===== config.mk =====
export PLATFORM = sky130hd
export DESIGN_NAME = pmm_station
export DESIGN_NICKNAME = d
export VERILOG_FILES = /design/src/rtl/pmm_pkg.sv /design/src/rtl/pmm_timer.sv /design/src/rtl/pmm_peer_table.sv /design/src/rtl/pmm_station.sv
export VERILOG_INCLUDE_DIRS = /design/src /design/src/rtl
export SDC_FILE = /design/constraint.sdc
export NUM_CORES = 1
export LEC_CHECK = 0
export BUFFER_PORTS_ARGS = -buffer_cell sky130_fd_sc_hd__buf_2
export CAP_MARGIN = 30
export CORE_MARGIN = 3
export CORE_UTILIZATION = 60
export DETAILED_ROUTE_END_ITERATION = 10
export PLACE_DENSITY_LB_ADDON = 0.08
export SYNTH_ARGS = -nofsm -noshare
export SYNTH_HDL_FRONTEND = slang
export SYNTH_SLANG_ARGS = --single-unit

===== constraint.sdc =====
create_clock -name core_clk -period 3.62 [get_ports core_clk]
set_input_delay 0.724 -clock core_clk [delete_from_list [all_inputs] [get_ports core_clk]]
set_output_delay 0.724 -clock core_clk [all_outputs]
set_load 0.01 [all_outputs]

===== src/rtl/pmm_defs.svh =====
// offsets, field positions, reset values and frame codes of the station controller
`ifndef PMM_DEFS_SVH
`define PMM_DEFS_SVH
// ------------------------------------------------------------
// register offsets
// ------------------------------------------------------------
`define PMM_REG_CTRL     8'h00
`define PMM_REG_SID      8'h04
`define PMM_REG_PICONET_IDENTIFIER     8'h08
`define PMM_REG_ATP      8'h0C
`define PMM_REG_REASON   8'h10
`define PMM_REG_STATUS   8'h14
`define PMM_REG_PEER     8'h18
`define PMM_REG_REPEATS  8'h1C
// ------------------------------------------------------------
// control and status fields
// ------------------------------------------------------------
`define PMM_CTRL_JOIN    0
`define PMM_CTRL_LEAVE   1
`define PMM_CTRL_CAPABLE 2
`define PMM_CTRL_OPEN    3
`define PMM_STAT_ASSOC   4
`define PMM_STAT_COORD   5
`define PMM_STAT_FAIL    6
`define PMM_STAT_FETCHED 7
// ------------------------------------------------------------
// reset values
// ------------------------------------------------------------
`define PMM_RST_ATP      16'h1000
`define PMM_RST_REPEATS  8'h04
// ------------------------------------------------------------
// addresses and frame codes
// ------------------------------------------------------------
`define PMM_ADDR_COORD   8'h00
`define PMM_ADDR_RESP    8'hFE
`define PMM_ADDR_BCAST   8'hFF
`define PMM_ADDR_NONE    8'hFF
`define PMM_FT_ACK       4'h0
`define PMM_FT_ASSOC_REQ 4'h1
`define PMM_FT_ASSOC_RSP 4'h2
`define PMM_FT_DISASSOC  4'h3
`define PMM_FT_CMD_NULL  4'h4
`define PMM_FT_HANDOVER  4'h5
`define PMM_FT_INFO_REQ  4'h6
`define PMM_FT_INFO      4'h7
`define PMM_FT_ANNOUNCE  4'h8
`define PMM_FT_BEACON    4'h9
`define PMM_GRANTED      8'h00
`endif


===== src/rtl/pmm_pkg.sv =====
// types of the station membership controller
package pmm_pkg;
   typedef enum logic [3:0] {
      PMM_IDLE, PMM_REQ, PMM_WAIT_RESP, PMM_ASSOC, PMM_LEAVE,
      PMM_NOMINATED, PMM_WAIT_BEACON, PMM_COORD
   } pmm_state_e;
endpackage : pmm_pkg


===== src/rtl/pmm_timer.sv =====
// loadable down counter with expiry flag
`timescale 1ns/1ps
module pmm_timer #(
   parameter int W = 16
) (
   input  wire logic         core_clk,
   input  wire logic         rst_n,
   input  wire logic         ce,
   input  wire logic         load,
   input  wire logic [W-1:0] load_val,
   input  wire logic         tick,
   output logic              expired
);
   initial if (W < 2) $error("pmm_timer width too small");
   typedef struct packed {
      logic [W-1:0] cnt;
      logic         run;
      logic         exp;
   } pmm_tmr_s;
   pmm_tmr_s q_ff, nxt_q;
   always_comb begin
      nxt_q = q_ff;
      nxt_q.exp = 1'b0;
      if (load) begin
         nxt_q.cnt = load_val;
         nxt_q.run = 1'b1;
      end else if (q_ff.run && tick) begin
         if (q_ff.cnt == '0) begin
            nxt_q.run = 1'b0;
            nxt_q.exp = 1'b1;
         end else begin
            nxt_q.cnt = q_ff.cnt - 1'b1;
         end
      end
   end
   always_ff @(posedge core_clk) begin
      if (!rst_n) begin
         q_ff <= '0;
      end else if (ce) begin
         q_ff <= nxt_q;
      end
   end
   assign expired = q_ff.exp;
endmodule : pmm_timer


===== src/rtl/pmm_peer_table.sv =====
// table of short addresses seen in use by peers
`timescale 1ns/1ps
module pmm_peer_table (
   input  wire logic       core_clk,
   input  wire logic       rst_n,
   input  wire logic       ce,
   input  wire logic       set,
   input  wire logic [7:0] set_addr,
   input  wire logic       clr,
   input  wire logic [7:0] clr_addr,
   input  wire logic [7:0] rd_addr,
   output logic            rd_bit
);
   typedef struct packed {
      logic [255:0] used;
   } pmm_peer_s;
   pmm_peer_s q_ff, nxt_q;
   always_comb begin
      nxt_q = q_ff;
      if (clr) nxt_q.used[clr_addr] = 1'b0;
      if (set) nxt_q.used[set_addr] = 1'b1;
   end
   always_ff @(posedge core_clk) begin
      if (!rst_n) begin
         q_ff <= '0;
      end else if (ce) begin
         q_ff <= nxt_q;
      end
   end
   assign rd_bit = q_ff.used[rd_addr];
endmodule : pmm_peer_table


===== src/rtl/pmm_station.sv =====
// station side membership controller: join, leave, handover takeover
//
// Strobed register access and the register offsets were left to the implementer.
`timescale 1ns/1ps
`include "pmm_defs.svh"
module pmm_station #(
   parameter int SID_W = 16
) (
   input  wire logic        core_clk,
   input  wire logic        rst_n,
   input  wire logic        ce,
   input  wire logic [7:0]  reg_addr,
   input  wire logic [31:0] reg_wdata,
   input  wire logic        reg_wr,
   input  wire logic        reg_rd,
   output logic      [31:0] reg_rdata,
   input  wire logic        cap_active,
   input  wire logic        superframe_start,
   input  wire logic        beacon_slot,
   input  wire logic        rx_valid,
   input  wire logic [3:0]  rx_type,
   input  wire logic [7:0]  rx_dest,
   input  wire logic [7:0]  rx_src,
   input  wire logic [15:0] rx_piconet_identifier,
   input  wire logic [SID_W-1:0] rx_sid,
   input  wire logic [7:0]  rx_addr,
   input  wire logic [15:0] rx_arg,
   input  wire logic        tx_done,
   output logic             tx_req,
   output logic      [3:0]  tx_type,
   output logic      [7:0]  tx_dest,
   output logic      [7:0]  tx_src,
   output logic      [15:0] tx_piconet_identifier,
   output logic [SID_W-1:0] tx_sid,
   output logic      [15:0] tx_arg,
   output logic             tx_flag,
   output logic             ack_send,
   output logic      [7:0]  ack_dest
);
   initial if (SID_W < 1 || SID_W > 16) $error("pmm_station SID_W out of range");
   // ------------------------------------------------------------
   // state
   // ------------------------------------------------------------
   typedef struct packed {
      pmm_pkg::pmm_state_e st;
      logic              capable;
      logic              open_reg;
      logic [SID_W-1:0]  sid;
      logic [15:0]       piconet_identifier;
      logic [15:0]       association_timeout_period;
      logic [7:0]        reason;
      logic [7:0]        repeats;
      logic [7:0]        my_addr;
      logic              assoc;
      logic              coord;
      logic              fail;
      logic              fetched;
      logic [7:0]        ann_cnt;
      logic [7:0]        peer_idx;
      logic [31:0]       rdata;
      logic              pend;
      logic              cap_only;
      logic              tx_req;
      logic [3:0]        tx_type;
      logic [7:0]        tx_dest;
      logic [7:0]        tx_src;
      logic [15:0]       tx_piconet_identifier;
      logic [15:0]       tx_arg;
      logic              ack_send;
      logic [7:0]        ack_dest;
   } pmm_st_s;
   pmm_st_s q_ff, nxt_q;
   logic rsp_exp, ho_exp, peer_bit, rsp_load, ho_load, peer_set, peer_clr;
   logic rx_mine, grant;
   // ------------------------------------------------------------
   // helpers
   // ------------------------------------------------------------
   pmm_timer #(.W(16)) u_rsp_tmr (
      .core_clk(core_clk), .rst_n(rst_n), .ce(ce), .load(rsp_load),
      .load_val(q_ff.association_timeout_period), .tick(1'b1), .expired(rsp_exp));
   pmm_timer #(.W(16)) u_ho_tmr (
      .core_clk(core_clk), .rst_n(rst_n), .ce(ce), .load(ho_load),
      .load_val(rx_arg), .tick(superframe_start), .expired(ho_exp));
   pmm_peer_table u_peers (
      .core_clk(core_clk), .rst_n(rst_n), .ce(ce), .set(peer_set), .set_addr(rx_addr),
      .clr(peer_clr), .clr_addr(rx_dest), .rd_addr(q_ff.peer_idx), .rd_bit(peer_bit));
   assign rx_mine = rx_valid && q_ff.assoc && (rx_dest == q_ff.my_addr ||
                    (q_ff.coord && rx_dest == `PMM_ADDR_COORD));
   assign grant = rx_arg[7:0] == `PMM_GRANTED && rx_addr != `PMM_ADDR_COORD && rx_addr != `PMM_ADDR_NONE;
   // grants seen on the broadcast response update the peer table
   assign peer_set = rx_valid && rx_type == `PMM_FT_ASSOC_RSP && rx_dest == `PMM_ADDR_RESP && grant;
   assign peer_clr = rx_valid && rx_type == `PMM_FT_DISASSOC;
   // ------------------------------------------------------------
   // next state
   // ------------------------------------------------------------
   always_comb begin
      nxt_q = q_ff;
      nxt_q.rdata = '0;
      nxt_q.ack_send = 1'b0;
      rsp_load = 1'b0;
      ho_load = 1'b0;
      if (tx_done) nxt_q.pend = 1'b0;
      if (reg_wr) begin
         unique case (reg_addr)
            `PMM_REG_CTRL: begin
               nxt_q.capable = reg_wdata[`PMM_CTRL_CAPABLE];
               nxt_q.open_reg = reg_wdata[`PMM_CTRL_OPEN];
            end
            `PMM_REG_SID: nxt_q.sid = reg_wdata[SID_W-1:0];
            `PMM_REG_PICONET_IDENTIFIER: nxt_q.piconet_identifier = reg_wdata[15:0];
            `PMM_REG_ATP: nxt_q.association_timeout_period = reg_wdata[15:0];
            `PMM_REG_REASON: nxt_q.reason = reg_wdata[7:0];
            `PMM_REG_STATUS: if (reg_wdata[`PMM_STAT_FAIL]) nxt_q.fail = 1'b0;
            `PMM_REG_PEER: nxt_q.peer_idx = reg_wdata[7:0];
            `PMM_REG_REPEATS: nxt_q.repeats = reg_wdata[7:0];
            default: ;
         endcase
      end
      if (reg_rd) begin
         unique case (reg_addr)
            `PMM_REG_CTRL: nxt_q.rdata = 32'({q_ff.open_reg, q_ff.capable, 2'b00});
            `PMM_REG_SID: nxt_q.rdata = 32'(q_ff.sid);
            `PMM_REG_PICONET_IDENTIFIER: nxt_q.rdata = 32'(q_ff.piconet_identifier);
            `PMM_REG_ATP: nxt_q.rdata = 32'(q_ff.association_timeout_period);
            `PMM_REG_REASON: nxt_q.rdata = 32'(q_ff.reason);
            `PMM_REG_STATUS: nxt_q.rdata = 32'({q_ff.my_addr, q_ff.fetched, q_ff.fail, q_ff.coord,
                                               q_ff.assoc, q_ff.st});
            `PMM_REG_PEER: nxt_q.rdata = 32'({peer_bit, q_ff.peer_idx});
            `PMM_REG_REPEATS: nxt_q.rdata = 32'(q_ff.repeats);
            default: nxt_q.rdata = '0;
         endcase
      end
      unique case (q_ff.st)
         pmm_pkg::PMM_IDLE: begin
            if (reg_wr && reg_addr == `PMM_REG_CTRL && reg_wdata[`PMM_CTRL_JOIN]) begin
               nxt_q.st = pmm_pkg::PMM_REQ;
               nxt_q.pend = 1'b1;
               nxt_q.cap_only = 1'b1;
               nxt_q.tx_type = `PMM_FT_ASSOC_REQ;
               nxt_q.tx_dest = `PMM_ADDR_COORD;
               nxt_q.tx_src = `PMM_ADDR_NONE;
               nxt_q.tx_piconet_identifier = nxt_q.open_reg ? 16'h0000 : nxt_q.piconet_identifier;
               nxt_q.tx_arg = nxt_q.association_timeout_period;
               rsp_load = 1'b1;
            end
         end
         pmm_pkg::PMM_REQ: begin
            if (rx_valid && rx_type == `PMM_FT_ACK && rx_dest == `PMM_ADDR_NONE && !nxt_q.pend) begin
               nxt_q.st = pmm_pkg::PMM_WAIT_RESP;
               rsp_load = 1'b1;
            end else if (rsp_exp) begin
               nxt_q.st = pmm_pkg::PMM_IDLE;
               nxt_q.pend = 1'b0;
               nxt_q.fail = 1'b1;
            end
         end
         pmm_pkg::PMM_WAIT_RESP: begin
            // broadcast response: matched on identifier, never acknowledged
            if (rx_valid && rx_type == `PMM_FT_ASSOC_RSP && rx_dest == `PMM_ADDR_RESP
                && rx_sid == q_ff.sid && (q_ff.open_reg || rx_piconet_identifier == q_ff.piconet_identifier)) begin
               if (grant) begin
                  nxt_q.st = pmm_pkg::PMM_ASSOC;
                  nxt_q.assoc = 1'b1;
                  nxt_q.my_addr = rx_addr;
                  if (q_ff.open_reg) nxt_q.piconet_identifier = rx_piconet_identifier;
               end else begin
                  nxt_q.st = pmm_pkg::PMM_IDLE;
                  nxt_q.fail = 1'b1;
               end
            end else if (rsp_exp) begin
               nxt_q.st = pmm_pkg::PMM_IDLE;
               nxt_q.fail = 1'b1;
            end
         end
         pmm_pkg::PMM_ASSOC, pmm_pkg::PMM_COORD: begin
            if (rx_mine && rx_type == `PMM_FT_DISASSOC && !q_ff.coord) begin
               nxt_q.ack_send = 1'b1;
               nxt_q.ack_dest = rx_src;
               nxt_q.st = pmm_pkg::PMM_IDLE;
               nxt_q.assoc = 1'b0;
               nxt_q.my_addr = `PMM_ADDR_NONE;
               nxt_q.pend = 1'b0;
            end else if (rx_mine && rx_type != `PMM_FT_ACK && rx_type != `PMM_FT_ASSOC_RSP) begin
               nxt_q.ack_send = 1'b1;
               nxt_q.ack_dest = rx_src;
               if (rx_type == `PMM_FT_HANDOVER && q_ff.capable && !q_ff.coord) begin
                  nxt_q.st = pmm_pkg::PMM_NOMINATED;
                  nxt_q.fetched = 1'b0;
                  nxt_q.ann_cnt = '0;
                  ho_load = 1'b1;
                  nxt_q.pend = 1'b1;
                  nxt_q.cap_only = 1'b0;
                  nxt_q.tx_type = `PMM_FT_INFO_REQ;
                  nxt_q.tx_dest = `PMM_ADDR_COORD;
                  nxt_q.tx_src = q_ff.my_addr;
                  nxt_q.tx_piconet_identifier = q_ff.piconet_identifier;
                  nxt_q.tx_arg = '0;
               end
            end else if (reg_wr && reg_addr == `PMM_REG_CTRL && reg_wdata[`PMM_CTRL_LEAVE]
                         && !q_ff.coord && !q_ff.pend) begin
               nxt_q.st = pmm_pkg::PMM_LEAVE;
               nxt_q.pend = 1'b1;
               nxt_q.cap_only = 1'b0;
               nxt_q.tx_type = `PMM_FT_DISASSOC;
               nxt_q.tx_dest = `PMM_ADDR_COORD;
               nxt_q.tx_src = q_ff.my_addr;
               nxt_q.tx_piconet_identifier = q_ff.piconet_identifier;
               nxt_q.tx_arg = 16'(q_ff.reason);
            end
         end
         pmm_pkg::PMM_LEAVE: begin
            if (rx_valid && rx_type == `PMM_FT_ACK && rx_dest == q_ff.my_addr && !nxt_q.pend) begin
               nxt_q.st = pmm_pkg::PMM_IDLE;
               nxt_q.assoc = 1'b0;
               nxt_q.my_addr = `PMM_ADDR_NONE;
            end
         end
         pmm_pkg::PMM_NOMINATED: begin
            if (rx_mine && rx_type == `PMM_FT_INFO) begin
               nxt_q.fetched = 1'b1;
               nxt_q.ack_send = 1'b1;
               nxt_q.ack_dest = rx_src;
            end
            if (ho_exp) begin
               nxt_q.st = pmm_pkg::PMM_WAIT_BEACON;
            end else if (superframe_start && q_ff.ann_cnt < q_ff.repeats && !nxt_q.pend) begin
               nxt_q.ann_cnt = q_ff.ann_cnt + 8'h01;
               nxt_q.pend = 1'b1;
               nxt_q.tx_type = `PMM_FT_ANNOUNCE;
               nxt_q.tx_dest = `PMM_ADDR_BCAST;
               nxt_q.tx_src = q_ff.my_addr;
            end
         end
         pmm_pkg::PMM_WAIT_BEACON: begin
            if (beacon_slot) begin
               nxt_q.st = pmm_pkg::PMM_COORD;
               nxt_q.coord = 1'b1;
               nxt_q.pend = 1'b1;
               nxt_q.tx_type = `PMM_FT_BEACON;
               nxt_q.tx_dest = `PMM_ADDR_BCAST;
               nxt_q.tx_src = `PMM_ADDR_COORD;
            end
         end
         default: nxt_q.st = pmm_pkg::PMM_IDLE;
      endcase
      nxt_q.tx_req = nxt_q.pend && (!nxt_q.cap_only || cap_active);
   end
   always_ff @(posedge core_clk) begin
      if (!rst_n) begin
         q_ff <= '0;
         q_ff.st <= pmm_pkg::PMM_IDLE;
         q_ff.association_timeout_period <= `PMM_RST_ATP;
         q_ff.repeats <= `PMM_RST_REPEATS;
         q_ff.my_addr <= `PMM_ADDR_NONE;
      end else if (ce) begin
         q_ff <= nxt_q;
      end
   end
   // ------------------------------------------------------------
   // outputs
   // ------------------------------------------------------------
   assign reg_rdata = q_ff.rdata;
   assign tx_req = q_ff.tx_req;
   assign tx_type = q_ff.tx_type;
   assign tx_dest = q_ff.tx_dest;
   assign tx_src = q_ff.tx_src;
   assign tx_piconet_identifier = q_ff.tx_piconet_identifier;
   assign tx_sid = q_ff.sid;
   assign tx_arg = q_ff.tx_arg;
   assign tx_flag = q_ff.capable;
   assign ack_send = q_ff.ack_send;
   assign ack_dest = q_ff.ack_dest;
endmodule : pmm_station


-- Word level (Yosys, flattened, before mapping)
Index checks and enable logic that the tools add are counted.
- reduce and logical (&&, ||, !) cells: 74
- $add $sub $neg: 3
- shift-type cells: 0
- divide/modulo/power cells: 0
- $mul: 0
- muxes and demuxes: 100
- order comparisons: 6
- equality and inequality tests: 45
- bitwise logic cells: 3
- operators by type and width (kind ; number):
    $mux W256 ; 2
    $mux W52 ; 5
    $and A256 B256 Y256 ; 1
    $not A256 Y256 ; 1
    $or A256 B256 Y256 ; 1
    $mux W16 ; 11
    $pmux W16 S8 ; 1
    $mux W9 ; 10
    $pmux W20 S4 ; 1
    $mux W65 ; 1
    $pmux W32 S2 ; 1
    $mux W20 ; 3
    $mux W4 ; 11
    $mux W18 ; 2
    $pmux W9 S2 ; 2
    $logic_and A1 B1 Y1 ; 34
    $mux W17 ; 2
    $eq A16 B16 Y1 ; 2
    $eq A8 B5 Y1 const B ; 4
    $logic_not A16 Y1 ; 2
    $mux W8 ; 4
    $sub A16 B1 Y16 const B ; 2
    $mux W1 ; 28
    $ne A2 B2 Y1 const B ; 14
    37 further kinds ; 86
- logic and storage cells: 264
- memories: 0
- latch bits: 0
- register bits: 486
- bits in writable memories: 0
- ROM bits: 0

-- Logic depth before layout (Yosys ltp)
- depth in word-level cells: 12
- mapped depth: 11

-- Cells and area by module
Synthesis repeated with hierarchy kept, for this count alone.
- cell total of the unflattened synthesis: 2932
- area total of the unflattened synthesis: 24546.0 um2
- modules (own cells, without submodules) (module ; sequential area each (um2) ; cells an instance ; instances ; area an instance (um2)):
    pmm_peer_table ; 5124.9 ; 1469 ; 1 ; 12508.2
    pmm_station ; 3403.3 ; 1157 ; 1 ; 9545.4
    pmm_timer ; 360.3 ; 153 ; 2 ; 1246.2

-- Worst setup path before layout
Ideal clock, no wire load.
- path kind: input port to flip-flop
- from: input port reg_addr[1]
- to: register q_ff, in the netlist tx_arg[4]
- slack: 533 ps
- arrival time: 2953 ps
- path buffers: 4
- library setup time: 134 ps
- cell stages on the path: 11
- path through: or4_1 buf_2 nor4_4 a21boi_2 a2111oi_4 o31a_1 buf_4 and2_1 buf_4 buf_6 a211oi_1
- longest elaborated chain between the ends: 7
- elaborated cells between the ends (all ways): 14
- those cells by class: 3 x eq/ne; 4 x mux; 7 x reduce/logical
- ends and longest elaborated chain (item ; line ; source):
    from (decl) ; pmm_station.sv:12 ; input wire logic [7:0] reg_addr,
    $logic_not A8 Y1 ; n/a ;
    $logic_and A1 B1 Y1 (no source line) ; n/a ;
    $logic_and A1 B1 Y1 (3 in a row) ; pmm_station.sv:199 ; end else if (reg_wr && reg_addr == `PMM_REG_CTRL && reg_wdata[`PMM_CTRL_LEAVE]
    $ne A3 B3 Y1 (no source line) ; n/a ;
    $reduce_and A6 Y1 (no source line) ; n/a ;
    to (signal assigned) ; pmm_station.sv:256 ; q_ff <= nxt_q;
    to (decl) ; pmm_station.sv:72 ; pmm_st_s q_ff, nxt_q;
Several ways; a longest one is shown, not always the timed one. The select of a mux whose other input is x is not followed.
A chain may end at the register's enable or synchronous reset.

-- Final worst setup path
- from: register q_ff[96] (netlist bit)
- to: register q_ff, in the netlist reg_rdata[8]
- longest elaborated chain between the ends: 4
- ends and longest elaborated chain (item ; line ; source):
    $bmux W1 S8 ; pmm_peer_table.sv:30 ; assign rd_bit = q_ff.used[rd_addr];
    $mux W1 (not written as such) ; pmm_peer_table.sv:30 ;
    $pmux W16 S8 ; pmm_station.sv:120 ; unique case (reg_addr)
    $mux W16 ; pmm_station.sv:119 ; if (reg_rd) begin
Every way passes these cells. The select of a mux whose other input is x is not followed.

==> flow_metrics.env <==
export IMPL_antenna_found_initial=6
export IMPL_hpwlAfterDp_um=56200
export IMPL_tightest_slew_ns=1.08
export IMPL_synthTopCellsByCount="462 x dfxtp_1, 423 x nand2_1, 387 x a21oi_1"
export IMPL_cts_buffers=48
export IMPL_fin_crit_sh_pct=85.9
export IMPL_wl_per_cell_um=23.9
export IMPL_yosysWarnings=0
export IMPL_finalSetupTns_ns=0
export IMPL_ys_ff_latch=462
export IMPL_avgSynthCellArea_um2=8.16
export IMPL_clock_sinks=462
export IMPL_p_leak_nw=9.45
export IMPL_track_usage_pct=38.6
export IMPL_reg2reg_from="q_ff[96]"
export IMPL_cpMaxStageDelayCell="dfxtp_4"
export IMPL_synthDistinctLibCells=82
export IMPL_cp_slowest_stage_delay_ns=0.97
export IMPL_dr_pass1_iters=6
export IMPL_chipHeight_um=204
export IMPL_wl_met1_um=31200
export IMPL_netlist_top_cell_by_area="dfxtp_1"
export IMPL_layout_cells_non_filler=3501
export IMPL_min_period_ns=3.11
export IMPL_stdcell_area_mm2=0.0264
export IMPL_cp_arrival_ns=3.58
export IMPL_cts_tree="built"
export IMPL_post_cts_resized=0
export IMPL_status="completed"
export IMPL_fp_row_count=72
export IMPL_root_buffer="clkbuf_16"
export IMPL_hold_class="in -> reg"
export IMPL_ys_flop_type="dfxtp_1"
export IMPL_clock_path_buffers=3
export IMPL_ir_drop_uv=358
export IMPL_synthArstFlopShare_pct=0
export IMPL_slew_headroom_pct=27.7
export IMPL_grt_max_degree=200
export IMPL_timing_critical_path_fanout_max=43
export IMPL_worstSetupPathType="reg -> reg"
export IMPL_routed_top_layer="met5"
export IMPL_met3_length_um=8210
export IMPL_antenna_left=0
export IMPL_powerDensity_mw_per_mm2=477
export IMPL_synth_top_area_share_pct=39.1
export IMPL_htree_num_levels=2
export IMPL_vias=23039
export IMPL_totalWireLength_um=83600
export IMPL_layout_setup_ws_ns=0.509
export IMPL_grt_pass1_wl_um=126000
export IMPL_place_gp_congestion=0.964
export IMPL_hold_viol=0
export IMPL_min_from="rx_src[3]"
export IMPL_holdWs_ns=0.358
export IMPL_cts_clk_slew_worst_paths_ns=0.06
export IMPL_cts_setup_buffers=0
export IMPL_dpl_worst_slack_ns=0.218
export IMPL_yosysMostFrequentCell="dfxtp_1"
export IMPL_seq_area_frac_synth_pct=39.1
export IMPL_syn_inst=2895
export IMPL_cp_startpoint="q_ff[96]"
export IMPL_clk_insertion_delay_late_ns=0.60
export IMPL_dieArea_mm2=0.0418
export IMPL_num_fill_cells=3241
export IMPL_ios=237
export IMPL_crit_path_end_kind="register"
export IMPL_wl_met2_um=38600
export IMPL_drc=0
export IMPL_fin_nets=3075
export IMPL_final_layout_size_suffix_gt1_share_pct=16.9
export IMPL_rsz0062_at_grt="no"
export IMPL_io_buffers=204
export IMPL_final_util_pct=68.1
export IMPL_netlist_area_mm2=0.0236
export IMPL_viasPerCell=6.58
export IMPL_maxCapViolCount=0
export IMPL_cp_cell_sequence="buf_4, mux4_2, nor2b_1, a211oi_1, a2111oi_0, a211oi_1, o41ai_1"
export IMPL_crit_required_ns=4.09
export IMPL_cts_hold_buf=0
export IMPL_fmax_mhz=321
export IMPL_dpl_cell_area_mm2=0.0246
export IMPL_placed_cells=3406
export IMPL_startpoint_type="register"
export IMPL_start_util_pct=61.0
export IMPL_area_growth_pct=11.6
export IMPL_power_mw=12.6
export IMPL_grt_pass1_vias=21794
export IMPL_synth_edff_count=0
export IMPL_slew_viol_final=0
export IMPL_core_area_mm2=0.0387
export IMPL_fin_skew_ns=0.0143
export IMPL_ys_top_cells_by_area="dfxtp_1 39%, a21oi_1 8.2%, nand2_1 6.7%"
export IMPL_grt_overflow=0
export IMPL_path_common_cell="a211oi_1"
export IMPL_drtIter0Drc=2939
export IMPL_fp_dieW_um=204
export IMPL_setup_viol=0
[logic make-up (layout without fill, tap and decap cells)]
| group | count (synthesis) | in the layout | share of synthesized area [%] |
|---|---|---|---|
| XOR/XNOR | 54 | 54 | 2.00 |
| AO/OA/AOI/OAI | 939 | 939 | 23.2 |
| other | 1 | 23 | 0.0159 |
| buffers and inverters | 374 | 440 | 8.06 |
| flip-flops | 462 | 462 | 39.1 |
| adder cells (fa/ha/maj) | 10 | 10 | 0.529 |
| multiplexers | 147 | 147 | 9.47 |
| AND/OR/NAND/NOR | 908 | 908 | 17.6 |
[area by class of cell]
cell class	count	area, um^2	share of cell area, %
inverters	26	105	0.398
diodes	7	17.5	0.0664
flip-flops and latches	462	9250	35.1
well taps	518	648	2.46
repair buffers	327	2020	7.67
multi-input cells	2074	12600	47.6
clock inverters	23	398	1.51
clock buffers	64	1370	5.20
[path summary, 6_finish.rpt]
check | endpoint | cells after the start | slack, ns
worst max-delay path | reg_rdata[8] | 7 | 0.51
worst min-delay path | ack_dest[3] | 3 | 0.36
worst max register to register | reg_rdata[8] | 7 | 0.51
worst min register to register | tx_type[1] | 2 | 0.46
[worst max-delay path: cells and delay by family (launching register included)]
family / cells / cell delay [ns]
compound gates: 4 / 0.99
buf+inv: 1 / 0.33
simple gates: 1 / 0.15
flops: 1 / 0.97
mux: 1 / 0.51
[layer usage]
metal	vias to the layer above	GRT usage, %
met5	-	0
met4	2	23.8
met3	308	7.17
met2	1379	61.6
met1	11008	48.4
li1	10342	-
[flip-flops by register name, indices dropped and copies added, names as in the netlist, 3 cells and up]
signal	cells
u_peers.q_ff	256
reg_rdata	16
tx_piconet_identifier	16
tx_src	8
tx_arg	16
u_ho_tmr.q_ff	17
tx_sid	16
ack_dest	8
tx_type	3
q_ff	83
u_rsp_tmr.q_ff	17
[report_power, final]
part / internal [mW] / switching, mW / total [mW] / leakage [nW]
logic: 0.613 / 0.971 / 1.58 / 4.86
clock network: 3.38 / 2.18 / 5.56 / 0.874
registers: 5.27 / 0.173 / 5.45 / 3.72
[layout by cell type (no fill, tap or decap), drive strengths merged, types with 11 or more instances in the layout]
cell and n:
o211ai 12, clkinv 11, buf 327, a31oi 18, clkbuf 64, o21ai 296, mux4 61, inv 27
dfxtp 462, a211oi 47, a21boi 11, nor2b 30, mux2i 83, o22ai 23, xor2 28, xnor2 26
a221oi 11, nand4 27, nand2 424, nand3 80, o211a 18, a22oi 46, nor2 160, conb 16
nand2b 20, nor4 26, nor3b 20, a21oi 388, nor3 67
Note: power is estimated with default switching activity, not from simulation.
